===== config.mk =====
export PLATFORM = sky130hd
export DESIGN_NAME = bmseq_top
export DESIGN_NICKNAME = d
export VERILOG_FILES = /design/src/core/bmseq_top.v /design/src/core/bmseq_adjust.v
export VERILOG_INCLUDE_DIRS = /design/src /design/src/pkg
export SDC_FILE = /design/constraint.sdc
export NUM_CORES = 1
export LEC_CHECK = 0
export BUFFER_PORTS_ARGS = -buffer_cell sky130_fd_sc_hd__buf_4
export CORE_ASPECT_RATIO = 0.6
export CORE_MARGIN = 5
export CORE_UTILIZATION = 50
export CTS_CLUSTER_SIZE = 20
export DETAILED_ROUTE_END_ITERATION = 6
export PLACE_DENSITY = 0.77
export SLEW_MARGIN = 20
export SYNTH_ARGS = -nofsm -noshare
export SYNTH_HDL_FRONTEND = slang
export SYNTH_SLANG_ARGS = --single-unit
export TNS_END_PERCENT = 20

===== constraint.sdc =====
create_clock -name sys_clk -period 3.3 [get_ports sys_clk]
set_clock_uncertainty 0.2 [all_clocks]
set_input_delay 0.66 -clock sys_clk [delete_from_list [all_inputs] [get_ports sys_clk]]
set_output_delay 0.66 -clock sys_clk [all_outputs]
set_load 0.02 [all_outputs]

===== src/pkg/bmseq_defs.vh =====
`ifndef BMSEQ_DEFS_VH
`define BMSEQ_DEFS_VH
// cycle phases of a block-move byte
`define BMSEQ_PH_OPC 3'h0
`define BMSEQ_PH_DBK 3'h1
`define BMSEQ_PH_SBK 3'h2
`define BMSEQ_PH_RD 3'h3
`define BMSEQ_PH_WR 3'h4
`define BMSEQ_PH_IO1 3'h5
`define BMSEQ_PH_IO2 3'h6
`define BMSEQ_PH_IDLE 3'h7
// cycles per byte and native-mode reduction
`define BMSEQ_CYC_PER_BYTE 4'h7
`define BMSEQ_NATIVE_SAVE 4'h2
// instruction length in bytes, and next-opcode step
`define BMSEQ_INSN_LEN 4'h3
`define BMSEQ_PC_STEP 16'h0003
// extra cycles / bytes
`define BMSEQ_IMM16_EXTRA 4'h1
`define BMSEQ_IMM32_EXTRA 4'h3
`define BMSEQ_ONE_EXTRA 4'h1
`define BMSEQ_IRQ_WAIT 4'h2
`endif


===== src/core/bmseq_top.v =====
// Contract
// [RL1] descending move decrements source and destination index after each byte
// [RL2] ascending move increments source and destination index after each byte
// [RL3] count holds bytes minus one, decrements per byte, zero marks last byte
// [RL4] seven cycles per byte: fetch, two bank bytes, read, write, two internals
// [RL5] refetch same opcode until count done, then fetch at counter plus three
// [RL6] native wide mode: two fewer bytes and two fewer cycles
// [RL7] immediate data adds one or three bytes and cycles for 16/32 bit
// [RL8] direct page adds one cycle when direct low byte nonzero
// [RL9] abort point cycle; after it status and bank registers update
// [RL10] indexed page cross, write or wide index adds cycle; invalid when narrow
// [RL11] taken branch adds one cycle
// [RL12] emulation taken branch crossing page adds another cycle
// [RL13] marked cycles dropped in emulation mode
// [RL14] status bit clear and set ops add one cycle
// [RL15] on interrupt input, wait at cycle two for two cycles; code waits only for an edge at opcode fetch, not in native wide mode
// [RL16] read/write stays high throughout reset
// [RL17] both address strobes high only during opcode fetch
// [RL18] coprocessor may watch signature byte after break or coprocessor op
// [RL19] marked cycles add one when index registers are 32 bits
`include "bmseq_defs.vh"
module bmseq_top (
	// clock and reset
	input wire sys_clk,
	input wire rst_n,
	// start of a block move
	input wire start,
	input wire descending,
	input wire nativeWide,
	input wire [7:0] programBankIn,
	input wire [15:0] pcIn,
	input wire [15:0] countIn,
	input wire [15:0] srcIndexIn,
	input wire [15:0] dstIndexIn,
	// asynchronous pins
	input wire abortPin_n,
	input wire nmiPin_n,
	input wire irqPin_n,
	// memory data in
	input wire [7:0] dataIn,
	// adjustment inputs for the general cycle table
	input wire isImm,
	input wire imm16,
	input wire imm32,
	input wire isDirect,
	input wire [7:0] directRegLowByte,
	input wire isIndexed,
	input wire pageCross,
	input wire isWrite,
	input wire index16,
	input wire index32,
	input wire isBranch,
	input wire branchTaken,
	input wire emuMarked,
	input wire isStatusBitsOp,
	input wire idx32Marked,
	input wire emulationMode,
	// bus outputs
	output reg [23:0] addrOut,
	output reg [7:0] dataOut,
	output reg dataOe,
	output reg readWrite,
	output reg validDataAddrStrobe,
	output reg validProgramAddrStrobe,
	output wire instrSync,
	// status outputs
	output reg busy,
	output reg done,
	output reg aborted,
	output reg [15:0] countOut,
	output reg [15:0] srcIndexOut,
	output reg [15:0] dstIndexOut,
	output reg [15:0] pcOut,
	output reg [7:0] dataBankReg,
	output reg [7:0] programBankReg,
	output reg abortWindow,
	output reg [3:0] cyclesPerByte,
	output reg [3:0] insnBytes,
	output reg [3:0] extraCyclesOut,
	output reg [3:0] lessCyclesOut,
	output reg [3:0] extraBytesOut,
	output reg idxCycleInvalidOut
);
	localparam S_IDLE = 2'h0;
	localparam S_RUN = 2'h1;
	localparam S_WAIT = 2'h2;

	reg [1:0] state_reg;
	reg [2:0] phase_reg;
	reg [2:0] phase_next;
	reg [1:0] waitCnt_reg;
	reg descending_reg;
	reg nativeWide_reg;
	reg [7:0] destBankByte_reg;
	reg [7:0] srcBankByte_reg;
	reg [2:0] abortSync_reg;
	reg [2:0] nmiSync_reg;
	reg [2:0] irqSync_reg;
	wire abortReq;
	wire intEdge;
	wire [3:0] extraC;
	wire [3:0] lessC;
	wire [3:0] extraB;
	wire idxInv;

	function [15:0] stepIndex;
		input [15:0] idx;
		input down;
		begin
			stepIndex = down ? idx - 16'h0001 : idx + 16'h0001;
		end
	endfunction

	bmseq_adjust uAdjust (
		.isImm(isImm),
		.imm16(imm16),
		.imm32(imm32),
		.isDirect(isDirect),
		.directRegLowByte(directRegLowByte),
		.isIndexed(isIndexed),
		.pageCross(pageCross),
		.isWrite(isWrite),
		.index16(index16),
		.index32(index32),
		.isBranch(isBranch),
		.branchTaken(branchTaken),
		.emuMarked(emuMarked),
		.isStatusBitsOp(isStatusBitsOp),
		.idx32Marked(idx32Marked),
		.emulationMode(emulationMode),
		.extraCycles(extraC),
		.lessCycles(lessC),
		.extraBytes(extraB),
		.idxCycleInvalid(idxInv)
	);

	// pin synchronisers, stage 0 read only by stage 1
	always @(posedge sys_clk) begin
		if (!rst_n) begin
			abortSync_reg <= 3'h7;
			nmiSync_reg <= 3'h7;
			irqSync_reg <= 3'h7;
		end else begin
			abortSync_reg <= {abortSync_reg[1:0], abortPin_n};
			nmiSync_reg <= {nmiSync_reg[1:0], nmiPin_n};
			irqSync_reg <= {irqSync_reg[1:0], irqPin_n};
		end
	end
	assign abortReq = ~abortSync_reg[1];
	assign intEdge = (nmiSync_reg[2] & ~nmiSync_reg[1]) | (irqSync_reg[2] & ~irqSync_reg[1]);

	// both strobes high marks opcode fetch
	assign instrSync = validDataAddrStrobe & validProgramAddrStrobe; // [RL17]

	// phase sequence; native wide skips the two bank-byte fetches
	always @* begin
		case (phase_reg)
			`BMSEQ_PH_OPC: phase_next = nativeWide_reg ? `BMSEQ_PH_RD : `BMSEQ_PH_DBK; // [RL6]
			`BMSEQ_PH_DBK: phase_next = `BMSEQ_PH_SBK;
			`BMSEQ_PH_SBK: phase_next = `BMSEQ_PH_RD;
			`BMSEQ_PH_RD: phase_next = `BMSEQ_PH_WR;
			`BMSEQ_PH_WR: phase_next = `BMSEQ_PH_IO1;
			`BMSEQ_PH_IO1: phase_next = `BMSEQ_PH_IO2;
			`BMSEQ_PH_IO2: phase_next = `BMSEQ_PH_OPC;
			default: phase_next = `BMSEQ_PH_IDLE;
		endcase
	end

	always @(posedge sys_clk) begin
		if (!rst_n) begin
			state_reg <= S_IDLE;
			phase_reg <= `BMSEQ_PH_IDLE;
			waitCnt_reg <= 2'h0;
			descending_reg <= 1'b0;
			nativeWide_reg <= 1'b0;
			destBankByte_reg <= 8'h00;
			srcBankByte_reg <= 8'h00;
			addrOut <= 24'h000000;
			dataOut <= 8'h00;
			dataOe <= 1'b0;
			readWrite <= 1'b1; // [RL16]
			validDataAddrStrobe <= 1'b0;
			validProgramAddrStrobe <= 1'b0;
			busy <= 1'b0;
			done <= 1'b0;
			aborted <= 1'b0;
			countOut <= 16'h0000;
			srcIndexOut <= 16'h0000;
			dstIndexOut <= 16'h0000;
			pcOut <= 16'h0000;
			dataBankReg <= 8'h00;
			programBankReg <= 8'h00;
			abortWindow <= 1'b0;
			cyclesPerByte <= `BMSEQ_CYC_PER_BYTE;
			insnBytes <= `BMSEQ_INSN_LEN;
			extraCyclesOut <= 4'h0;
			lessCyclesOut <= 4'h0;
			extraBytesOut <= 4'h0;
			idxCycleInvalidOut <= 1'b0;
		end else begin
			done <= 1'b0;
			abortWindow <= 1'b0;
			extraCyclesOut <= extraC;
			lessCyclesOut <= lessC;
			extraBytesOut <= extraB;
			idxCycleInvalidOut <= idxInv;
			case (state_reg)
				S_IDLE: begin
					readWrite <= 1'b1;
					dataOe <= 1'b0;
					validDataAddrStrobe <= 1'b0;
					validProgramAddrStrobe <= 1'b0;
					if (start) begin
						state_reg <= S_RUN;
						busy <= 1'b1;
						aborted <= 1'b0;
						descending_reg <= descending;
						nativeWide_reg <= nativeWide;
						programBankReg <= programBankIn;
						pcOut <= pcIn;
						countOut <= countIn; // [RL3]
						srcIndexOut <= srcIndexIn;
						dstIndexOut <= dstIndexIn;
						phase_reg <= `BMSEQ_PH_OPC;
						cyclesPerByte <= nativeWide ?
							`BMSEQ_CYC_PER_BYTE - `BMSEQ_NATIVE_SAVE : `BMSEQ_CYC_PER_BYTE; // [RL6]
						insnBytes <= nativeWide ?
							`BMSEQ_INSN_LEN - `BMSEQ_NATIVE_SAVE : `BMSEQ_INSN_LEN; // [RL6]
						// opcode fetch at program bank and counter
						addrOut <= {programBankIn, pcIn}; // [RL4]
						validDataAddrStrobe <= 1'b1;
						validProgramAddrStrobe <= 1'b1;
					end
				end
				S_WAIT: begin
					// hold in cycle two with strobes low
					validDataAddrStrobe <= 1'b0;
					validProgramAddrStrobe <= 1'b0;
					if ({2'h0, waitCnt_reg} == `BMSEQ_IRQ_WAIT - 4'h1) begin // [RL15]
						state_reg <= S_RUN;
						phase_reg <= `BMSEQ_PH_DBK;
						addrOut <= {programBankReg, pcOut + 16'h0001};
						validProgramAddrStrobe <= 1'b1;
					end
					waitCnt_reg <= waitCnt_reg + 2'h1;
				end
				S_RUN: begin
					phase_reg <= phase_next;
					dataOe <= 1'b0;
					readWrite <= 1'b1;
					validDataAddrStrobe <= 1'b0;
					validProgramAddrStrobe <= 1'b0;
					case (phase_reg)
						`BMSEQ_PH_OPC: begin
							if (intEdge && !nativeWide_reg) begin
								state_reg <= S_WAIT; // [RL15]
								waitCnt_reg <= 2'h0;
								phase_reg <= `BMSEQ_PH_OPC;
							end else if (nativeWide_reg) begin
								addrOut <= {srcBankByte_reg, srcIndexOut}; // [RL6]
								validDataAddrStrobe <= 1'b1;
							end else begin
								addrOut <= {programBankReg, pcOut + 16'h0001}; // [RL4]
								validProgramAddrStrobe <= 1'b1;
							end
						end
						`BMSEQ_PH_DBK: begin
							destBankByte_reg <= dataIn;
							addrOut <= {programBankReg, pcOut + 16'h0002}; // [RL4]
							validProgramAddrStrobe <= 1'b1;
						end
						`BMSEQ_PH_SBK: begin
							srcBankByte_reg <= dataIn;
							addrOut <= {dataIn, srcIndexOut}; // [RL4]
							validDataAddrStrobe <= 1'b1;
						end
						`BMSEQ_PH_RD: begin
							dataOut <= dataIn;
							addrOut <= {destBankByte_reg, dstIndexOut}; // [RL4]
							validDataAddrStrobe <= 1'b1;
							readWrite <= 1'b0;
							dataOe <= 1'b1;
						end
						`BMSEQ_PH_WR: begin
							// abort point: last cycle abortable
							abortWindow <= 1'b1; // [RL9]
							srcIndexOut <= stepIndex(srcIndexOut, descending_reg); // [RL1] [RL2]
							dstIndexOut <= stepIndex(dstIndexOut, descending_reg); // [RL1] [RL2]
							if (abortReq) begin
								aborted <= 1'b1; // [RL9]
								state_reg <= S_IDLE;
								busy <= 1'b0;
								phase_reg <= `BMSEQ_PH_IDLE;
							end else begin
								dataBankReg <= destBankByte_reg; // [RL9]
							end
							addrOut <= {destBankByte_reg, dstIndexOut}; // [RL4]
						end
						`BMSEQ_PH_IO1: begin
							// first internal cycle keeps the pre-step write address
							addrOut <= addrOut; // [RL4]
						end
						`BMSEQ_PH_IO2: begin
							countOut <= countOut - 16'h0001; // [RL3]
							validDataAddrStrobe <= 1'b1;
							validProgramAddrStrobe <= 1'b1;
							if (countOut == 16'h0000) begin
								// final byte: move on to next instruction
								pcOut <= pcOut + {12'h000, insnBytes}; // [RL5] [RL6]
								addrOut <= {programBankReg, pcOut + {12'h000, insnBytes}}; // [RL5] [RL6]
								state_reg <= S_IDLE;
								phase_reg <= `BMSEQ_PH_IDLE;
								busy <= 1'b0;
								done <= 1'b1;
							end else begin
								addrOut <= {programBankReg, pcOut}; // [RL5]
							end
						end
						default: begin
							state_reg <= S_IDLE;
						end
					endcase
				end
				default: begin
					state_reg <= S_IDLE;
				end
			endcase
		end
	end
endmodule


===== src/core/bmseq_adjust.v =====
`include "bmseq_defs.vh"
module bmseq_adjust (
	// instruction class flags
	input wire isImm,
	input wire imm16,
	input wire imm32,
	input wire isDirect,
	input wire [7:0] directRegLowByte,
	input wire isIndexed,
	input wire pageCross,
	input wire isWrite,
	input wire index16,
	input wire index32,
	input wire isBranch,
	input wire branchTaken,
	input wire emuMarked,
	input wire isStatusBitsOp,
	input wire idx32Marked,
	input wire emulationMode,
	// results
	output wire [3:0] extraCycles,
	output wire [3:0] lessCycles,
	output wire [3:0] extraBytes,
	output wire idxCycleInvalid
);
	wire immC16 = isImm & imm16;
	wire immC32 = isImm & imm32;
	wire idxCyc = isIndexed & (pageCross | isWrite | index16 | index32);
	assign extraBytes = immC32 ? `BMSEQ_IMM32_EXTRA : (immC16 ? `BMSEQ_IMM16_EXTRA : 4'h0); // [RL7]
	assign extraCycles = (immC32 ? `BMSEQ_IMM32_EXTRA : (immC16 ? `BMSEQ_IMM16_EXTRA : 4'h0)) // [RL7]
		+ {3'h0, isDirect & (directRegLowByte != 8'h00)} // [RL8]
		+ {3'h0, idxCyc} // [RL10]
		+ {3'h0, isBranch & branchTaken} // [RL11]
		+ {3'h0, isBranch & branchTaken & pageCross & emulationMode} // [RL12]
		+ {3'h0, isStatusBitsOp} // [RL14]
		+ {3'h0, idx32Marked & index32}; // [RL19]
	assign lessCycles = {3'h0, emuMarked & emulationMode}; // [RL13]
	assign idxCycleInvalid = idxCyc & (emulationMode | ~(index16 | index32)); // [RL10]
endmodule


## Word-level counts from Yosys, hierarchy flattened

Index checks and enable logic that the tools add are counted.

- Input bits: 111
- Word-level logic and storage cells: 193
- Bits in registers: 174

- Equality and inequality tests: 24
- Reduce and logical (&&, ||, !) cells: 29
- Bitwise gates (word level): 22
- $add $sub $neg: 15
- Muxes and demuxes: 70

Operator list:

| kind | number |
|---|---|
| 16-bit 2-to-1 mux | 12 |
| 16-bit one-hot mux with 2 select lines | 4 |
| 24-bit one-hot mux with 5 select lines | 1 |
| 24-bit 2-to-1 mux | 4 |
| 24-bit one-hot mux with 3 select lines | 1 |
| 16-bit by 1-bit adder with 16-bit output, second input constant | 3 |
| 16-bit by 1-bit subtractor with 16-bit output, second input constant | 3 |
| 4-bit by 1-bit adder with 4-bit output | 6 |
| 3-bit one-hot mux with 7 select lines | 1 |
| 2-bit 2-to-1 mux | 10 |
| 3-bit one-hot mux with 3 select lines | 2 |
| 3-bit AND reduction | 6 |
| 1-bit 2-to-1 mux | 17 |
| 16-bit by 2-bit adder with 16-bit output, second input constant | 1 |
| 16-bit by 4-bit adder with 16-bit output | 1 |
| 16-bit zero test | 1 |
| 3-bit 2-to-1 mux | 5 |
| 2-bit != test, second input constant | 7 |
| 1-bit one-hot mux with 2 select lines | 7 |
| 1-bit AND | 13 |
| 3-bit != test, second input constant | 4 |
| 2-bit AND reduction | 5 |
| 5-bit AND reduction | 2 |
| 3-bit == test, second input constant | 3 |
| 27 further kinds | 41 |

## Depth between registers and ports, before layout

- Depth after elaboration: 9
- Depth in mapped cells: 11
- Gate-level depth less buffers: 9

## Hierarchy

A second synthesis with hierarchy kept.

- Cell total of the unflattened synthesis: 1475
- Area, all modules: 11329.6 µm²

By module, submodules not included:

| module | times used | cells each | sequential area each (µm²) | area an instance (µm²) |
|---|---|---|---|---|
| bmseq_top | 1 | 1434 | 3343.2 | 11009.3 |
| bmseq_adjust | 1 | 41 | 0.0 | 320.3 |

## Worst setup path before layout

Ideal clock, no wire load.

- Path type: input port to flip-flop
- From: in imm32
- To: reg extraCyclesOut[2]
- Data required time: 2.972 ns
- Data arrival time: 2.905 ns
- Setup time: 0.128 ns
- Path slack: 0.068 ns
- Stages on the path: 8
- Buffers on the path: 0
- Cell sequence: o21ai_0 -> fa_1 -> inv_1 -> fa_1 -> fa_1 -> fa_1 -> xnor2_1 -> nor2_1

- Cells in the longest elaborated chain, start to end: 8

Ends and longest elaborated chain:

| element | RTL line | RTL |
|---|---|---|
| start, declared | bmseq_top.v:44 | `input wire imm32,` |
| 1-bit AND | bmseq_adjust.v:27 | `wire immC32 = isImm & imm32;` |
| 4-bit 2-to-1 mux | -- |  |
| 4-bit by 1-bit adder with 4-bit output (6 in series) | bmseq_adjust.v:30 | `` assign extraCycles = (immC32 ? `BMSEQ_IMM32_EXTRA : (immC16 ? `BMSEQ_IMM16_EXTRA : 4'h0)) `` |
| end signal, assigned | bmseq_top.v:203 | `extraCyclesOut <= extraC;` |
| end, declared | bmseq_top.v:79 | `output reg [3:0] extraCyclesOut,` |

Every way passes these cells.
A chain may end at the register's enable or synchronous reset.

## Final worst setup path

- From: reg state_reg[1]
- To: reg addrOut[6]

- Cells in the longest elaborated chain, start to end: 3

Ends and longest elaborated chain:

| element | RTL line | RTL |
|---|---|---|
| start, declared | bmseq_top.v:88 | `reg [1:0] state_reg;` |
| start signal, assigned | bmseq_top.v:171 | `state_reg <= S_IDLE;` |
| start signal, assigned | bmseq_top.v:214 | `state_reg <= S_RUN;` |
| start signal, assigned | bmseq_top.v:240 | `state_reg <= S_RUN;` |
| 2-bit by 1-bit == test with 1-bit output (tied with other cells) | bmseq_top.v:207 | `case (state_reg)` |
| 6-bit by 3-bit != test with 1-bit output (no source line) (tied with other cells) | -- |  |
| 5-bit AND reduction (no source line) | -- |  |
| end signal, assigned | bmseq_top.v:230 | `addrOut <= {programBankIn, pcIn};` |
| end signal, assigned | bmseq_top.v:242 | `addrOut <= {programBankReg, pcOut + 16'h0001};` |
| end signal, assigned | bmseq_top.v:260 | `addrOut <= {srcBankByte_reg, srcIndexOut};` |
| end, declared | bmseq_top.v:59 | `output reg [23:0] addrOut,` |

Parallel ways exist; a longest one is shown, timed or not.

==> impl_metrics.tcl <==
set metrics [dict create \
    outcome "complete, no violations" \
    cts_buffers 17 \
    hold_class "in -> reg" \
    cp_top_family "compound AO/OA/AOI/OAI gates" \
    dieWidth_um 204 \
    cts-resized-gates 0 \
    wire_per_inst_um 22.1 \
    grt_pass1_wl_um 68000 \
    drt-initial-drc-count 1482 \
    dieArea_sq_um 25700 \
    synth_area_leaders "dfxtp_1 29%, a21oi_1 7.9%, nand2_1 4.9%" \
    tightest_slew_ns 0.914 \
    top_layer "met5" \
    rsz0062_at_grt "no" \
    synth_warnings 0 \
    largest_reg_flops 24 \
    setup_viol 0 \
    p_leak_nw 6.13 \
    grt_max_degree 65 \
    yosysTopAreaCellShare 0.289 \
    hold_viol 0 \
    overflow 0 \
    critPathBufInv 3 \
    cts-root-buf "clkbuf_16" \
    hpwlAfterDp_um 32700 \
    postCtsHoldBufs 0 \
    wl_met1_um 19500 \
    critPathMaxFanout 29 \
    cp_slowest_cell "a2111oi_0" \
    design_area_sq_um 14100 \
    synth_most_common_cell "a21oi_1" \
    setup_tns_ns 0 \
    syn2layout_area_growth_pct 25.3 \
    synth_top_cell_by_area "dfxtp_1" \
    final_nets 1861 \
    dr_total_vias 12700 \
    max-slew-margin-rel 0.390 \
    boundaryPins 253 \
    ys.flop_type "dfxtp_1" \
    drv_cap 0 \
    cts_tree "built" \
    fin_crit_sh 0.921 \
    io_buffers 241 \
    cts-htree-levels 4 \
    critPathLaunchType "flop" \
    required_ns 3.48 \
    netlist_area_sq_um 11200 \
    seq_power_share 0.258 \
    cpMostUsedCell "inv_1" \
    final_max_slew_viol_count 0 \
    critPathKind "reg -> reg" \
    clkTransAtPathRegs_ns 0.07 \
    grtUsageTotal 0.332 \
    critPathMaxStageDelay_ns 0.44 \
    wl_um 44300 \
    dr_wl_met3_um 5880 \
    max_freq_mhz 329 \
    clock_latency_ns 0.45 \
    seq_area_frac_synth 0.289 \
    cts_buffer_depth 2 \
    wl_met2_um 18100 \
    antenna_found_initial 1 \
    period_needed_ns 3.04 \
    die_h_um 126 \
    arrival_ns 3.22 \
    peakVddDrop_uv 472 \
    max_flop_register "addrOut" \
    holdWs_ns 0.198 \
    fillers 1965 \
    comb_power_share 0.571 \
    cp_cell_sequence "inv_1 -> ha_1 -> inv_1 -> a2bb2oi_1 -> nor2b_1 -> nand2_1 -> buf_12 -> a2111oi_0 -> a31o_2" \
    drtAntennaViolNets 0 \
    cts.sinks 162 \
    core.rowCount 42 \
    synthArstFlopShare 0 \
    post-cts-setup-buffers 0 \
    routed_via_density 6.35 \
    synth_cells 1493 \
    grt_pass1_vias 11800 \
    cp-end-kind "flop" \
    drc 0 \
    initial_core_util 0.509 \
    p_sw_frac 0.483 \
    n_antenna_cell 0 \
    synth_edf_count 0 \
    drive_gt1_frac 0.214 \
    core_sq_um 22100 \
    intPower_mw 6.56 \
    cellPowerDensity_nw_per_um2 901 \
    ys_ff_latch 162 \
    synthTopCellsByCount "177 x a21oi_1, 162 x dfxtp_1, 147 x nand2_1" \
    ys_types 78 \
    synth.avg_cell_area_sq_um 7.53 \
    p_sw_mw 6.13 \
    place_area_sq_um 13500 \
    firstDrtPassIters 6 \
    gp_congestion 0.966 \
    clockPowerShare 0.171 \
]
-- worst paths after layout --
kind | from | endpoint | slack, ns | depth (start not counted)
setup reg to reg | state_reg[1] | addrOut[6] | 0.26 | 9
hold reg to reg | irqSync_reg[0] | irqSync_reg[1] | 0.21 | 1
setup / recovery | state_reg[1] | addrOut[6] | 0.26 | 9
hold / removal | irqPin_n | irqSync_reg[0] | 0.20 | 2
-- layout by cell type (no fill, tap or decap), types with 18 or more instances in the layout --
master,instances
nand2_1,147
nor3_1,52
a21oi_1,177
xor2_1,27
a221oi_1,19
and3_1,18
nor2b_1,21
or3_1,24
nand2b_1,27
ha_1,39
o211ai_1,27
nor2_1,114
inv_1,30
a22oi_1,22
nand3_1,35
xnor2_1,24
mux2i_1,54
a21o_1,36
dfxtp_1,160
o21ai_0,103
buf_4,309
-- routing by layer --
metal	vias up	global-route usage
li1	5853	-
met1	5988	0.489
met2	794	0.467
met3	70	0.107
met4	2	0.0801
met5	-	0
-- power groups by stage --
stage | sequential (mW) | combinational (mW) | clock [mW]
after global placement | 3.26 | 6.90 | 0
after floorplan | 3.53 | 4.04 | 0
after global routing | 3.34 | 7.77 | 2.27
after detailed placement | 3.27 | 7.03 | 0
final | 3.28 | 7.24 | 2.17
after CTS | 3.24 | 7.07 | 2.18
-- per-stage QoR --
step           total power [mW]  worst slack (ns)   util  cells
6_report                   12.7             0.261  0.638   2001
5_1_grt                    13.4            0.0574  0.638   2001
4_1_cts                    12.5             0.204  0.638   2001
3_5_place_dp               10.3            -0.194  0.610   1970
3_3_place_gp               10.2            -0.160  0.610   1970
2_1_floorplan              7.57            0.0677      -   1502
-- cell families after synthesis --
logic type / count (synthesis) / share of synthesized area
multiplexers: 57 / 0.0511
adder cells (fa/ha/maj): 47 / 0.0570
buffers and inverters: 162 / 0.0594
AO/OA/AOI/OAI: 511 / 0.289
other: 2 / 0.000668
XOR/XNOR: 51 / 0.0397
AND/OR/NAND/NOR: 501 / 0.214
flip-flops: 162 / 0.289
-- layout make-up --
class / count / area (sq um) / area share
Multi-Input combinational cell: 1178 / 7370 / 0.523
Sequential cell: 162 / 3250 / 0.230
Timing Repair Buffer: 311 / 2360 / 0.168
Clock buffer: 21 / 470 / 0.0334
Tap cell: 286 / 358 / 0.0254
Clock inverter: 10 / 154 / 0.0109
Inverter: 33 / 125 / 0.00888
Note: power is estimated with default switching activity, not from simulation.
